## src/tpg_defs.svh

```systemverilog
// register offsets, field positions and reset values of the pattern and gain block
// assumes inclusion by bare name from the package and design files
`ifndef TPG_DEFS_SVH
`define TPG_DEFS_SVH
// register indices (byte address is four times the index)
`define TPG_IDX_PATTERN_CONTROL     12'h14a
`define TPG_IDX_USER_PATTERN_LOW    12'h14b
`define TPG_IDX_USER_PATTERN_MID    12'h14c
`define TPG_IDX_USER_PATTERN_HIGH   12'h14d
`define TPG_IDX_FIRST_CHANNEL_GAIN  12'h15b
`define TPG_IDX_SECOND_CHANNEL_GAIN 12'h15c
`define TPG_IDX_SYNC_MASK_CONTROL   12'h160
`define TPG_IDX_OUTPUT_CONTROL      12'h162
// field positions
`define TPG_PAT_TYPE_LSB            0
`define TPG_PAT_TYPE_MSB            2
`define TPG_PAT_CLK_BIT             4
`define TPG_OUT_RES_BIT             1
`define TPG_SYNC_MODE_MSB           1
// reset values
`define TPG_RST_PATTERN_CONTROL     8'h00
`define TPG_RST_USER_PATTERN        8'h00
`define TPG_RST_GAIN                8'h00
`define TPG_RST_SYNC_MASK           8'h00
`define TPG_RST_OUTPUT_CONTROL      8'h00
// widths and fifo depth
`define TPG_PAT_W                   20
`define TPG_GAIN_FRAC               7
`define TPG_FIFO_DEPTH              8
`endif

```

## src/tpg_pkg.sv

```systemverilog
// types shared by the pattern and gain block
// assumes tpg_defs.svh sits in the same folder
`include "tpg_defs.svh"
package tpg_pkg;
    typedef enum logic [2:0] {
        TPG_PAT_OFF     = 3'h0,
        TPG_PAT_RAMP1   = 3'h1,
        TPG_PAT_RAMPU   = 3'h2,
        TPG_PAT_UNUSED3 = 3'h3,
        TPG_PAT_STATIC  = 3'h4,
        TPG_PAT_TOGINV  = 3'h5,
        TPG_PAT_TOGZERO = 3'h6,
        TPG_PAT_UNUSED7 = 3'h7
    } tpg_pattern_t;
    typedef enum logic [1:0] {
        TPG_SYNC_PASS  = 2'h0,
        TPG_SYNC_FIRST = 2'h1,
        TPG_SYNC_GATE  = 2'h2,
        TPG_SYNC_ISSUE = 2'h3
    } tpg_sync_mode_t;
    // one output sample word with its resolution flag
    typedef struct packed {
        logic        wide;
        logic [31:0] data_a;
        logic [31:0] data_b;
    } tpg_sample_t;
endpackage

```

## src/tpg_top.sv

```systemverilog
// test pattern generator and per-channel digital gain in the sample path
// assumes an AHB-Lite master, one 250 MHz clock, and sample/decimation strobes
// that are already enables on hclk; sync pulses arrive on an asynchronous pin
//
// How it works
// pattern steps on sample strobe when clock select 0, decimation strobe when 1
// pattern type 000 (reset) disables generator; converted samples pass
// every pattern word is built 20 bits wide
// 16-bit resolution outputs upper 16 pattern bits, dropping four lsbs
// 32-bit resolution appends 12 zero bits below the pattern
// type 001 ramps by one per pattern step
// type 010 ramps by the user pattern value per step
// type 100 outputs the user pattern value constantly
// type 101 alternates user value and its inverse
// type 110 alternates user value and zero
// software must not use types 011 or 111; here they output zero
// user pattern value assembled from three byte registers, top nibble masked
// first channel scaled by 1 plus signed gain over 128
// second channel scaled likewise by its own gain
// sync mask: pass all, pass first, gate all, issue pulse on entering 11
// while a pattern is selected it replaces converted samples
// ramps wrap modulo two to the twentieth
//
// Local design decision: the AHB-Lite interface to the registers.
`timescale 1ns/1ps
`include "tpg_defs.svh"
module tpg_top #(
    parameter int SAMPLE_W = 16
) (
    // clock and reset
    input  wire logic                hclk,
    input  wire logic                hresetn,
    // ahb-lite slave
    input  wire logic                hsel,
    input  wire logic [31:0]         haddr,
    input  wire logic [1:0]          htrans,
    input  wire logic                hwrite,
    input  wire logic [2:0]          hsize,
    input  wire logic [31:0]         hwdata,
    input  wire logic                hready,
    output logic      [31:0]         hrdata,
    output logic                     hreadyout,
    output logic                     hresp,
    // converted samples and rate strobes
    input  wire logic                sample_valid,
    input  wire logic [SAMPLE_W-1:0] sample_a,
    input  wire logic [SAMPLE_W-1:0] sample_b,
    input  wire logic                decim_strobe,
    // sync reference pulse pin
    input  wire logic                sync_reference_pulse,
    output logic                     sync_pulse_out,
    // output stream toward the serializer
    output logic                     out_valid,
    input  wire logic                out_ready,
    output tpg_pkg::tpg_sample_t     out_word
);
    // ==========================================================
    // register file
    logic [7:0]  pattern_control_reg;
    logic [7:0]  user_pattern_low_reg;
    logic [7:0]  user_pattern_mid_reg;
    logic [7:0]  user_pattern_high_reg;
    logic [7:0]  first_channel_gain_reg;
    logic [7:0]  second_channel_gain_reg;
    logic [7:0]  sync_mask_control_reg;
    logic [7:0]  output_control_reg;
    logic        wr_pend_reg;
    logic [11:0] wr_idx_reg;
    logic [11:0] rd_idx;
    logic [7:0]  rd_byte;
    logic        addr_phase;

    assign addr_phase = hsel && hready && htrans[1];
    assign rd_idx     = haddr[13:2];
    assign hreadyout  = 1'b1;   // zero wait states
    assign hresp      = 1'b0;   // always okay

    // capture write address phase
    always_ff @(posedge hclk or negedge hresetn)
    begin
        if (!hresetn)
        begin
            wr_pend_reg <= 1'b0;
            wr_idx_reg  <= '0;
        end
        else
        begin
            wr_pend_reg <= addr_phase && hwrite;
            if (addr_phase)
                wr_idx_reg <= haddr[13:2];
        end
    end

    // register writes in the data phase
    always_ff @(posedge hclk or negedge hresetn)
    begin
        if (!hresetn)
        begin
            pattern_control_reg     <= `TPG_RST_PATTERN_CONTROL;
            user_pattern_low_reg    <= `TPG_RST_USER_PATTERN;
            user_pattern_mid_reg    <= `TPG_RST_USER_PATTERN;
            user_pattern_high_reg   <= `TPG_RST_USER_PATTERN;
            first_channel_gain_reg  <= `TPG_RST_GAIN;
            second_channel_gain_reg <= `TPG_RST_GAIN;
            sync_mask_control_reg   <= `TPG_RST_SYNC_MASK;
            output_control_reg      <= `TPG_RST_OUTPUT_CONTROL;
        end
        else if (wr_pend_reg)
        begin
            case (wr_idx_reg)
                `TPG_IDX_PATTERN_CONTROL:     pattern_control_reg     <= hwdata[7:0];
                `TPG_IDX_USER_PATTERN_LOW:    user_pattern_low_reg    <= hwdata[7:0];
                `TPG_IDX_USER_PATTERN_MID:    user_pattern_mid_reg    <= hwdata[7:0];
                `TPG_IDX_USER_PATTERN_HIGH:   user_pattern_high_reg   <= {4'h0, hwdata[3:0]};
                `TPG_IDX_FIRST_CHANNEL_GAIN:  first_channel_gain_reg  <= hwdata[7:0];
                `TPG_IDX_SECOND_CHANNEL_GAIN: second_channel_gain_reg <= hwdata[7:0];
                `TPG_IDX_SYNC_MASK_CONTROL:   sync_mask_control_reg   <= {6'h00, hwdata[1:0]};
                `TPG_IDX_OUTPUT_CONTROL:      output_control_reg      <= {6'h00, hwdata[1:0]};
                default:                      ;
            endcase
        end
    end

    // read mux; unmapped reads return zero
    always_comb
    begin
        case (rd_idx)
            `TPG_IDX_PATTERN_CONTROL:     rd_byte = pattern_control_reg;
            `TPG_IDX_USER_PATTERN_LOW:    rd_byte = user_pattern_low_reg;
            `TPG_IDX_USER_PATTERN_MID:    rd_byte = user_pattern_mid_reg;
            `TPG_IDX_USER_PATTERN_HIGH:   rd_byte = user_pattern_high_reg;
            `TPG_IDX_FIRST_CHANNEL_GAIN:  rd_byte = first_channel_gain_reg;
            `TPG_IDX_SECOND_CHANNEL_GAIN: rd_byte = second_channel_gain_reg;
            `TPG_IDX_SYNC_MASK_CONTROL:   rd_byte = sync_mask_control_reg;
            `TPG_IDX_OUTPUT_CONTROL:      rd_byte = output_control_reg;
            default:                      rd_byte = 8'h00;
        endcase
    end

    // read data registered for the data phase
    always_ff @(posedge hclk or negedge hresetn)
    begin
        if (!hresetn)
            hrdata <= 32'h0000_0000;
        else if (addr_phase && !hwrite)
            hrdata <= {24'h00_0000, rd_byte};
    end

    // ==========================================================
    // pattern generator
    tpg_pkg::tpg_pattern_t      pat_type;
    logic [`TPG_PAT_W-1:0]      user_pattern_value;
    logic [`TPG_PAT_W-1:0]      ramp_reg;
    logic                       phase_reg;
    logic [`TPG_PAT_W-1:0]      pat_word;
    logic                       pat_step;
    logic                       pat_on;
    logic                       stall;

    assign pat_type = tpg_pkg::tpg_pattern_t'(pattern_control_reg[`TPG_PAT_TYPE_MSB:0]);
    assign user_pattern_value = {user_pattern_high_reg[3:0], user_pattern_mid_reg,
                                 user_pattern_low_reg};
    assign pat_on   = (pat_type != tpg_pkg::TPG_PAT_OFF);
    assign pat_step = (pattern_control_reg[`TPG_PAT_CLK_BIT] ? decim_strobe
                                                             : sample_valid) && !stall;

    // ramp accumulator and toggle phase
    always_ff @(posedge hclk or negedge hresetn)
    begin
        if (!hresetn)
        begin
            ramp_reg  <= '0;
            phase_reg <= 1'b0;
        end
        else if (!pat_on)
        begin
            ramp_reg  <= '0;
            phase_reg <= 1'b0;
        end
        else if (pat_step)
        begin
            phase_reg <= !phase_reg;
            case (pat_type)
                tpg_pkg::TPG_PAT_RAMP1: ramp_reg <= ramp_reg + 20'h00001;
                tpg_pkg::TPG_PAT_RAMPU: ramp_reg <= ramp_reg + user_pattern_value;
                default:                ramp_reg <= ramp_reg;
            endcase
        end
    end

    // current 20-bit pattern word
    always_comb
    begin
        case (pat_type)
            tpg_pkg::TPG_PAT_RAMP1,
            tpg_pkg::TPG_PAT_RAMPU:   pat_word = ramp_reg;
            tpg_pkg::TPG_PAT_STATIC:  pat_word = user_pattern_value;
            tpg_pkg::TPG_PAT_TOGINV:  pat_word = phase_reg ? ~user_pattern_value
                                                           : user_pattern_value;
            tpg_pkg::TPG_PAT_TOGZERO: pat_word = phase_reg ? 20'h00000
                                                           : user_pattern_value;
            default:                  pat_word = 20'h00000;
        endcase
    end

    // ==========================================================
    // digital gain per channel: y = x + x*g/128
    logic [SAMPLE_W-1:0] gained [2];
    logic [SAMPLE_W-1:0] samp   [2];
    logic [7:0]          gain   [2];
    assign samp[0] = sample_a;
    assign samp[1] = sample_b;
    assign gain[0] = first_channel_gain_reg;
    assign gain[1] = second_channel_gain_reg;

    for (genvar ch = 0; ch < 2; ch++)
    begin : g_gain
        logic signed [SAMPLE_W+8:0] prod;
        logic signed [SAMPLE_W+8:0] sum;
        logic signed [SAMPLE_W+8:0] maxv;
        logic signed [SAMPLE_W+8:0] minv;
        // both factors sign-extended to the full product width before multiplying
        assign prod = $signed({{9{samp[ch][SAMPLE_W-1]}}, samp[ch]})
                      * $signed({{(SAMPLE_W+1){gain[ch][7]}}, gain[ch]});
        assign sum  = ($signed({{9{samp[ch][SAMPLE_W-1]}}, samp[ch]}) <<< `TPG_GAIN_FRAC)
                      + prod;
        assign maxv = (SAMPLE_W+9)'((1 <<< (SAMPLE_W-1)) - 1) <<< `TPG_GAIN_FRAC;
        assign minv = -((SAMPLE_W+9)'(1 <<< (SAMPLE_W-1)) <<< `TPG_GAIN_FRAC);
        // saturate to sample range after dropping the seven fraction bits
        always_comb
        begin
            if (sum > maxv)
                gained[ch] = {1'b0, {(SAMPLE_W-1){1'b1}}};
            else if (sum < minv)
                gained[ch] = {1'b1, {(SAMPLE_W-1){1'b0}}};
            else
                gained[ch] = sum[SAMPLE_W+`TPG_GAIN_FRAC-1:`TPG_GAIN_FRAC];
        end
    end

    // ==========================================================
    // output word formatting and fifo
    tpg_pkg::tpg_sample_t fmt;
    logic                 wide;
    logic                 fill_valid;
    logic                 fill_ready;
    assign wide = output_control_reg[`TPG_OUT_RES_BIT];

    always_comb
    begin
        fmt.wide = wide;
        if (pat_on)
        begin
            // both channels carry the pattern
            fmt.data_a = wide ? {pat_word, 12'h000}
                              : {16'h0000, pat_word[19:4]};
            fmt.data_b = fmt.data_a;
        end
        else
        begin
            fmt.data_a = 32'(gained[0]);
            fmt.data_b = 32'(gained[1]);
        end
    end

    assign fill_valid = pat_on ? pat_step : sample_valid;
    assign stall      = !fill_ready;

    tpg_fifo #(
        .WIDTH ($bits(tpg_pkg::tpg_sample_t)),
        .DEPTH (`TPG_FIFO_DEPTH)
    ) u_fifo (
        .hclk      (hclk),
        .hresetn   (hresetn),
        .in_valid  (fill_valid),
        .in_ready  (fill_ready),
        .in_data   (fmt),
        .out_valid (out_valid),
        .out_ready (out_ready),
        .out_data  (out_word)
    );

    // ==========================================================
    // sync reference pulse masking
    logic       sync_s1_reg;
    logic       sync_s2_reg;
    logic       sync_s3_reg;
    logic       sync_seen_reg;
    logic [1:0] mode_prev_reg;
    logic       sync_edge;
    tpg_pkg::tpg_sync_mode_t sync_mode;
    assign sync_mode = tpg_pkg::tpg_sync_mode_t'(sync_mask_control_reg[1:0]);
    assign sync_edge = sync_s2_reg && !sync_s3_reg;

    // pin synchroniser and edge history
    always_ff @(posedge hclk or negedge hresetn)
    begin
        if (!hresetn)
        begin
            sync_s1_reg <= 1'b0;
            sync_s2_reg <= 1'b0;
            sync_s3_reg <= 1'b0;
        end
        else
        begin
            sync_s1_reg <= sync_reference_pulse;
            sync_s2_reg <= sync_s1_reg;
            sync_s3_reg <= sync_s2_reg;
        end
    end

    // mask state and output pulse
    always_ff @(posedge hclk or negedge hresetn)
    begin
        if (!hresetn)
        begin
            sync_seen_reg  <= 1'b0;
            mode_prev_reg  <= 2'h0;
            sync_pulse_out <= 1'b0;
        end
        else
        begin
            mode_prev_reg <= sync_mask_control_reg[1:0];
            if (sync_mode != tpg_pkg::TPG_SYNC_FIRST)
                sync_seen_reg <= 1'b0;
            else if (sync_edge)
                sync_seen_reg <= 1'b1;
            case (sync_mode)
                tpg_pkg::TPG_SYNC_PASS:  sync_pulse_out <= sync_edge;
                tpg_pkg::TPG_SYNC_FIRST: sync_pulse_out <= sync_edge && !sync_seen_reg;
                tpg_pkg::TPG_SYNC_GATE:  sync_pulse_out <= 1'b0;
                tpg_pkg::TPG_SYNC_ISSUE: sync_pulse_out <= (mode_prev_reg != 2'h3);
                default:                 sync_pulse_out <= 1'b0;
            endcase
        end
    end
endmodule

```

## src/tpg_fifo.sv

```systemverilog
// parameterised valid/ready FIFO for output sample words
// assumes one clock and an active-low asynchronous reset
`timescale 1ns/1ps
module tpg_fifo #(
    parameter int WIDTH = 65,
    parameter int DEPTH = 8
) (
    // clock and reset
    input  wire logic             hclk,
    input  wire logic             hresetn,
    // fill side
    input  wire logic             in_valid,
    output logic                  in_ready,
    input  wire logic [WIDTH-1:0] in_data,
    // drain side
    output logic                  out_valid,
    input  wire logic             out_ready,
    output logic      [WIDTH-1:0] out_data
);
    localparam int AW = $clog2(DEPTH);
    logic [WIDTH-1:0] mem [DEPTH];
    logic [AW-1:0]    wr_ptr_reg;
    logic [AW-1:0]    rd_ptr_reg;
    logic [AW:0]      count_reg;
    logic             push;
    logic             pop;

    // ==========================================================
    // handshake
    assign in_ready  = (count_reg != (AW+1)'(DEPTH));
    assign out_valid = (count_reg != '0);
    assign push      = in_valid && in_ready;
    assign pop       = out_valid && out_ready;
    assign out_data  = mem[rd_ptr_reg];

    // storage write
    always_ff @(posedge hclk)
    begin
        if (push)
            mem[wr_ptr_reg] <= in_data;
    end

    // pointers and occupancy
    always_ff @(posedge hclk or negedge hresetn)
    begin
        if (!hresetn)
        begin
            wr_ptr_reg <= '0;
            rd_ptr_reg <= '0;
            count_reg  <= '0;
        end
        else
        begin
            if (push)
                wr_ptr_reg <= (wr_ptr_reg == AW'(DEPTH-1)) ? '0 : wr_ptr_reg + 1'b1;
            if (pop)
                rd_ptr_reg <= (rd_ptr_reg == AW'(DEPTH-1)) ? '0 : rd_ptr_reg + 1'b1;
            count_reg <= count_reg + (AW+1)'(push) - (AW+1)'(pop);
        end
    end
endmodule

```

## config.mk

```make
export PLATFORM = sky130hd
export DESIGN_NAME = tpg_top
export DESIGN_NICKNAME = d
export VERILOG_FILES = /design/src/tpg_pkg.sv /design/src/tpg_top.sv /design/src/tpg_fifo.sv
export VERILOG_INCLUDE_DIRS = /design/src
export SDC_FILE = /design/constraint.sdc
export NUM_CORES = 1
export LEC_CHECK = 0
export BUFFER_PORTS_ARGS = -buffer_cell sky130_fd_sc_hd__clkbuf_2
export CORE_ASPECT_RATIO = 0.6
export CORE_MARGIN = 5
export CORE_UTILIZATION = 35
export DETAILED_ROUTE_END_ITERATION = 10
export GPL_ROUTABILITY_DRIVEN = 0
export HOLD_SLACK_MARGIN = 0.08
export PLACE_DENSITY_LB_ADDON = 0.05
export SETUP_SLACK_MARGIN = 0.3
export SYNTH_ARGS = -nofsm -noshare
export SYNTH_HDL_FRONTEND = slang
export SYNTH_SLANG_ARGS = --single-unit
```

## constraint.sdc

```tcl
create_clock -name hclk -period 7.46 [get_ports hclk]
set_input_delay 0.373 -clock hclk [delete_from_list [all_inputs] [get_ports hclk]]
set_output_delay 0.373 -clock hclk [all_outputs]
set_load 0.01 [all_outputs]
```

==> Flow_metrics.wiki <==
{| class="wikitable"
! Metric !! Value
|-
| Outcome || finished clean
|-
| Port buffer count || 136
|-
| Number of optimization iterations in the first detailed-route pass || 5
|-
| Number of enable-type register cells in the synthesized netlist || 392
|-
| Final global-route overflow total || 0
|-
| Crit Path Max Fanout || 15
|-
| Kind of cell adding the most delay to the critical path || adder cells
|-
| Clock slew seen by the registers of the worst setup and hold paths || 60 ps
|-
| Area growth from synthesis to final layout || 12.5%
|-
| Critical path start-end classification || register to register
|-
| Least setup slack across all paths after layout || 571 ps
|-
| Post-detailed-route DRC marker count || 0
|-
| Ordered cell list for the critical path || buf_4, nand2_1, fa_1, inv_1, fa_1, fa_1, fa_1, ha_1, ha_1, and2_1, a221o_1, a21oi_1, nand2_1, xnor2_1, or4_1, or4_1, a31o_2, o211ai_1
|-
| Wirelength per Cell || 22.5 µm
|-
| Tightest slew margin relative to the limit || 10.0%
|-
| Source of the worst hold timing path || haddr[4]
|-
| Data required time of the worst path || 7740 ps
|-
| Initial core utilization || 35.2%
|-
| Worst hold path type || input pin to register
|-
| Placed insts || 3704
|-
| Cells on worst reg2reg path || 18
|-
| Global-route wire length before repair || 133000 µm
|-
| Final period demand of the worst path || 6890 ps
|-
| Net switching power figure || 6.93 mW
|-
| Final period utilization || 92.3%
|-
| Yosys top cell area share || 36.5%
|-
| Top cell type by total area after synthesis || sky130_fd_sc_hd__edfxtp_1
|-
| Clock latency reported for the late side of the worst-skew pair || 620 ps
|-
| Portion of total power attributed to sequential cells || 26.9%
|-
| CP Launch Type || register
|-
| Sequential cell area fraction in the yosys report || 44.8%
|-
| Number of flip-flops in the largest register || 392
|-
| Worst reg2reg startpoint || first_channel_gain_reg[1]
|-
| Post-synthesis instance area || 32300 µm²
|-
| Cell depth of the worst hold path || 2
|-
| Antenna diode count || 0
|-
| Largest net degree at the start of global routing || 64
|-
| Final count of negative-setup-slack endpoints || 0
|-
| Slowest stage delay, CP || 610 ps
|-
| Worst R2R Setup Slack || 570 ps
|-
| Clock tree from TritonCTS || done
|-
| Most instantiated flip-flop cell in the synthesis netlist || sky130_fd_sc_hd__edfxtp_1
|-
| Fraction of layout instances using a drive strength above 1 || 20.7%
|-
| Estimated wirelength of the detail-placed design || 61100 µm
|-
| Non-filler instance count after layout || 3822
|-
| Aggregate routed wire length || 86100 µm
|-
| Most used cell along the critical path || sky130_fd_sc_hd__fa_1
|-
| Number of antenna violations at the first check in global routing || 0
|-
| Max-slew violation total from the final report || 0
|-
| ANT nets after route || 0
|-
| Worst hold endpoint || wr_idx_reg[2]
|-
| Hold Violations, Final || 0
|-
| Sw frac || 42.9%
|-
| Clock Sinks || 499
|-
| Number of distinct library cells after synthesis || 73
|-
| Slowest cell on the critical path || sky130_fd_sc_hd__dfrtp_1
|-
| Die width || 402 µm
|-
| Total negative slack for setup checks || 0 ps
|-
| FMAX || 145 MHz
|-
| Pwr dens || 445 nW/µm²
|-
| H-tree lvl count || 2
|-
| Data arrival time of the critical path || 7170 ps
|-
| Die area || 98500 µm²
|-
| Clock buffer count from CTS || 51
|-
| Max VDD drop || 242 µV
|-
| Synthesized area per cell || 13.5 µm²
|-
| Top-level I/O count || 211
|-
| Num rows || 86
|-
| Static leakage || 14.8 nW
|-
| Global-route usage over all layers || 17.6%
|-
| Worst slack at placement || 342 ps
|-
| Clock buffer depth || 3
|-
| Fraction of registers with async set or reset after synthesis || 21.4%
|-
| Worst reg2reg path endpoint || u_fifo.mem[7][38]
|-
| Post-layout util || 39.6%
|-
| CP Capture Type || register
|-
| Vias || 19600
|-
| Post-route worst hold slack || 122 ps
|-
| Count of mapped cells out of synthesis || 2386
|-
| Commonest cells post-synth || sky130_fd_sc_hd__edfxtp_1 (392), sky130_fd_sc_hd__fa_1 (252), sky130_fd_sc_hd__inv_1 (193), sky130_fd_sc_hd__and2_1 (182), sky130_fd_sc_hd__ha_1 (159)
|-
| Internal power || 9.21 mW
|-
| Critical path buffer and inverter count || 2
|-
| Leading cell type by number of instances after synthesis || sky130_fd_sc_hd__edfxtp_1
|-
| Register bit count reported by yosys || 499
|-
| Initial DRC Count || 1252
|-
| Biggest area contributors in the synthesized netlist || sky130_fd_sc_hd__edfxtp_1 (36%), sky130_fd_sc_hd__fa_1 (16%), sky130_fd_sc_hd__dfrtp_1 (8.3%), sky130_fd_sc_hd__mux4_2 (6.8%), sky130_fd_sc_hd__ha_1 (6.2%)
|-
| Clock tree root driver cell || sky130_fd_sc_hd__clkbuf_16
|-
| Max-cap violations || 0
|-
| Setup repair after global routing missed its margin || false
|-
| Vertical die dimension || 245 µm
|-
| Portion of total power attributed to the clock network || 15.5%
|-
| Via count of the first global-routing pass || 20900
|-
| Total number of yosys warnings || 0
|-
| Via density per instance || 5.13
|-
| Core box area || 91600 µm²
|-
| Final worst clock skew || 29.7 ps
|-
| Combinational fraction of design power || 57.6%
|-
| Worst Tran Pin Value || 1350 ps
|-
| Net count, final || 3069
|}
==> repair_timing <==
action,4_1_cts,5_1_grt
buffers inserted,0,12
hold buffers,11,0
endpoints found under the hold margin,72,0
setup endpoints to repair,0,200
gates resized for setup,0,10
==> power groups by stage <==
stage	registers, mW	clock network (mW)	logic, mW
after floorplan	4.21	0	6.53
after global placement	4.40	0	9.14
after detailed placement	4.42	0	9.20
after CTS	4.37	2.59	9.27
after global routing	4.40	2.71	10.4
final	4.34	2.51	9.30
==> routing by layer <==
layer	routed length, µm	global-route usage (%)	vias to the layer above
li1	-	-	8886
met1	43200	26.9	10300
met2	38000	27.0	319
met3	3650	2.84	92
met4	1170	2.67	0
met5	0	0	-
==> cells in the final DEF (no fill, tap or decap), drive strengths merged, types with 11 or more instances in the layout <==
cell type	Yosys	routed
dlygate4sd3	0	11
a21oi	48	48
xnor2	36	36
nand3	34	34
and2	182	182
o22ai	20	20
a211oi	14	14
o211ai	37	37
inv	193	195
nor2	49	49
clkbuf	67	195
dfrtp	107	107
nand2	144	144
mux2i	26	26
mux2	114	114
fa	252	252
conb	2	26
nor2b	46	46
a22oi	21	21
nor3	25	25
mux4	98	98
clkinv	0	25
edfxtp	392	392
xor2	17	17
a22o	31	31
and3	11	11
a21o	19	19
ha	159	159
o21ai	36	36
buf	62	68
nand2b	17	17
==> cells by family (layout without fill, tap and decap cells) <==
| kind of cell | count (synthesis) | count (layout) | synth area share, % |
|---|---|---|---|
| adders and majority gates | 411 | 411 | 21.8 |
| and+or+nand+nor | 566 | 566 | 9.38 |
| muxes | 238 | 238 | 11.6 |
| xor gates and xnor gates | 53 | 53 | 1.44 |
| DFF | 499 | 499 | 44.8 |
| buffers and inverters | 322 | 502 | 4.27 |
| AOI/OAI and AO/OA | 295 | 295 | 6.66 |
| other | 2 | 26 | 0.0233 |
==> layout make-up <==
type	count	area, µm²
sequential	499	14500
inverter	193	724
fill	8596	55300
clock buffer	60	1330
multi-input combinational	1589	16600
clock inverter	35	299
tap	1232	1540
timing repair buffer	214	1310
==> metrics by stage <==
step	power [mW]	cell area, µm²
floorplan	10.7	32300
global placement	13.5	34400
detailed placement	13.6	34400
CTS	16.2	36100
global route	17.5	36300
finish	16.1	36300
==> how the worst max path moves through the flow <==
| stage | from | endpoint | slack (ps) | depth (start not counted) |
|---|---|---|---|---|
| 6_report | first_channel_gain_reg[1] | u_fifo.mem[7][38] | 570 | 18 |
| 5_1_grt | second_channel_gain_reg[1] | u_fifo.mem[1][10] | 300 | 20 |
| 4_1_cts | second_channel_gain_reg[0] | u_fifo.mem[2][6] | 360 | 19 |
| 3_5_place_dp | sample_b[7] | u_fifo.mem[3][6] | 340 | 18 |
| 3_3_place_gp | second_channel_gain_reg[0] | u_fifo.mem[2][6] | 490 | 19 |
| 2_1_floorplan | second_channel_gain_reg[0] | u_fifo.mem[0][10] | 1110 | 19 |
(Power assumes the default switching activity.)
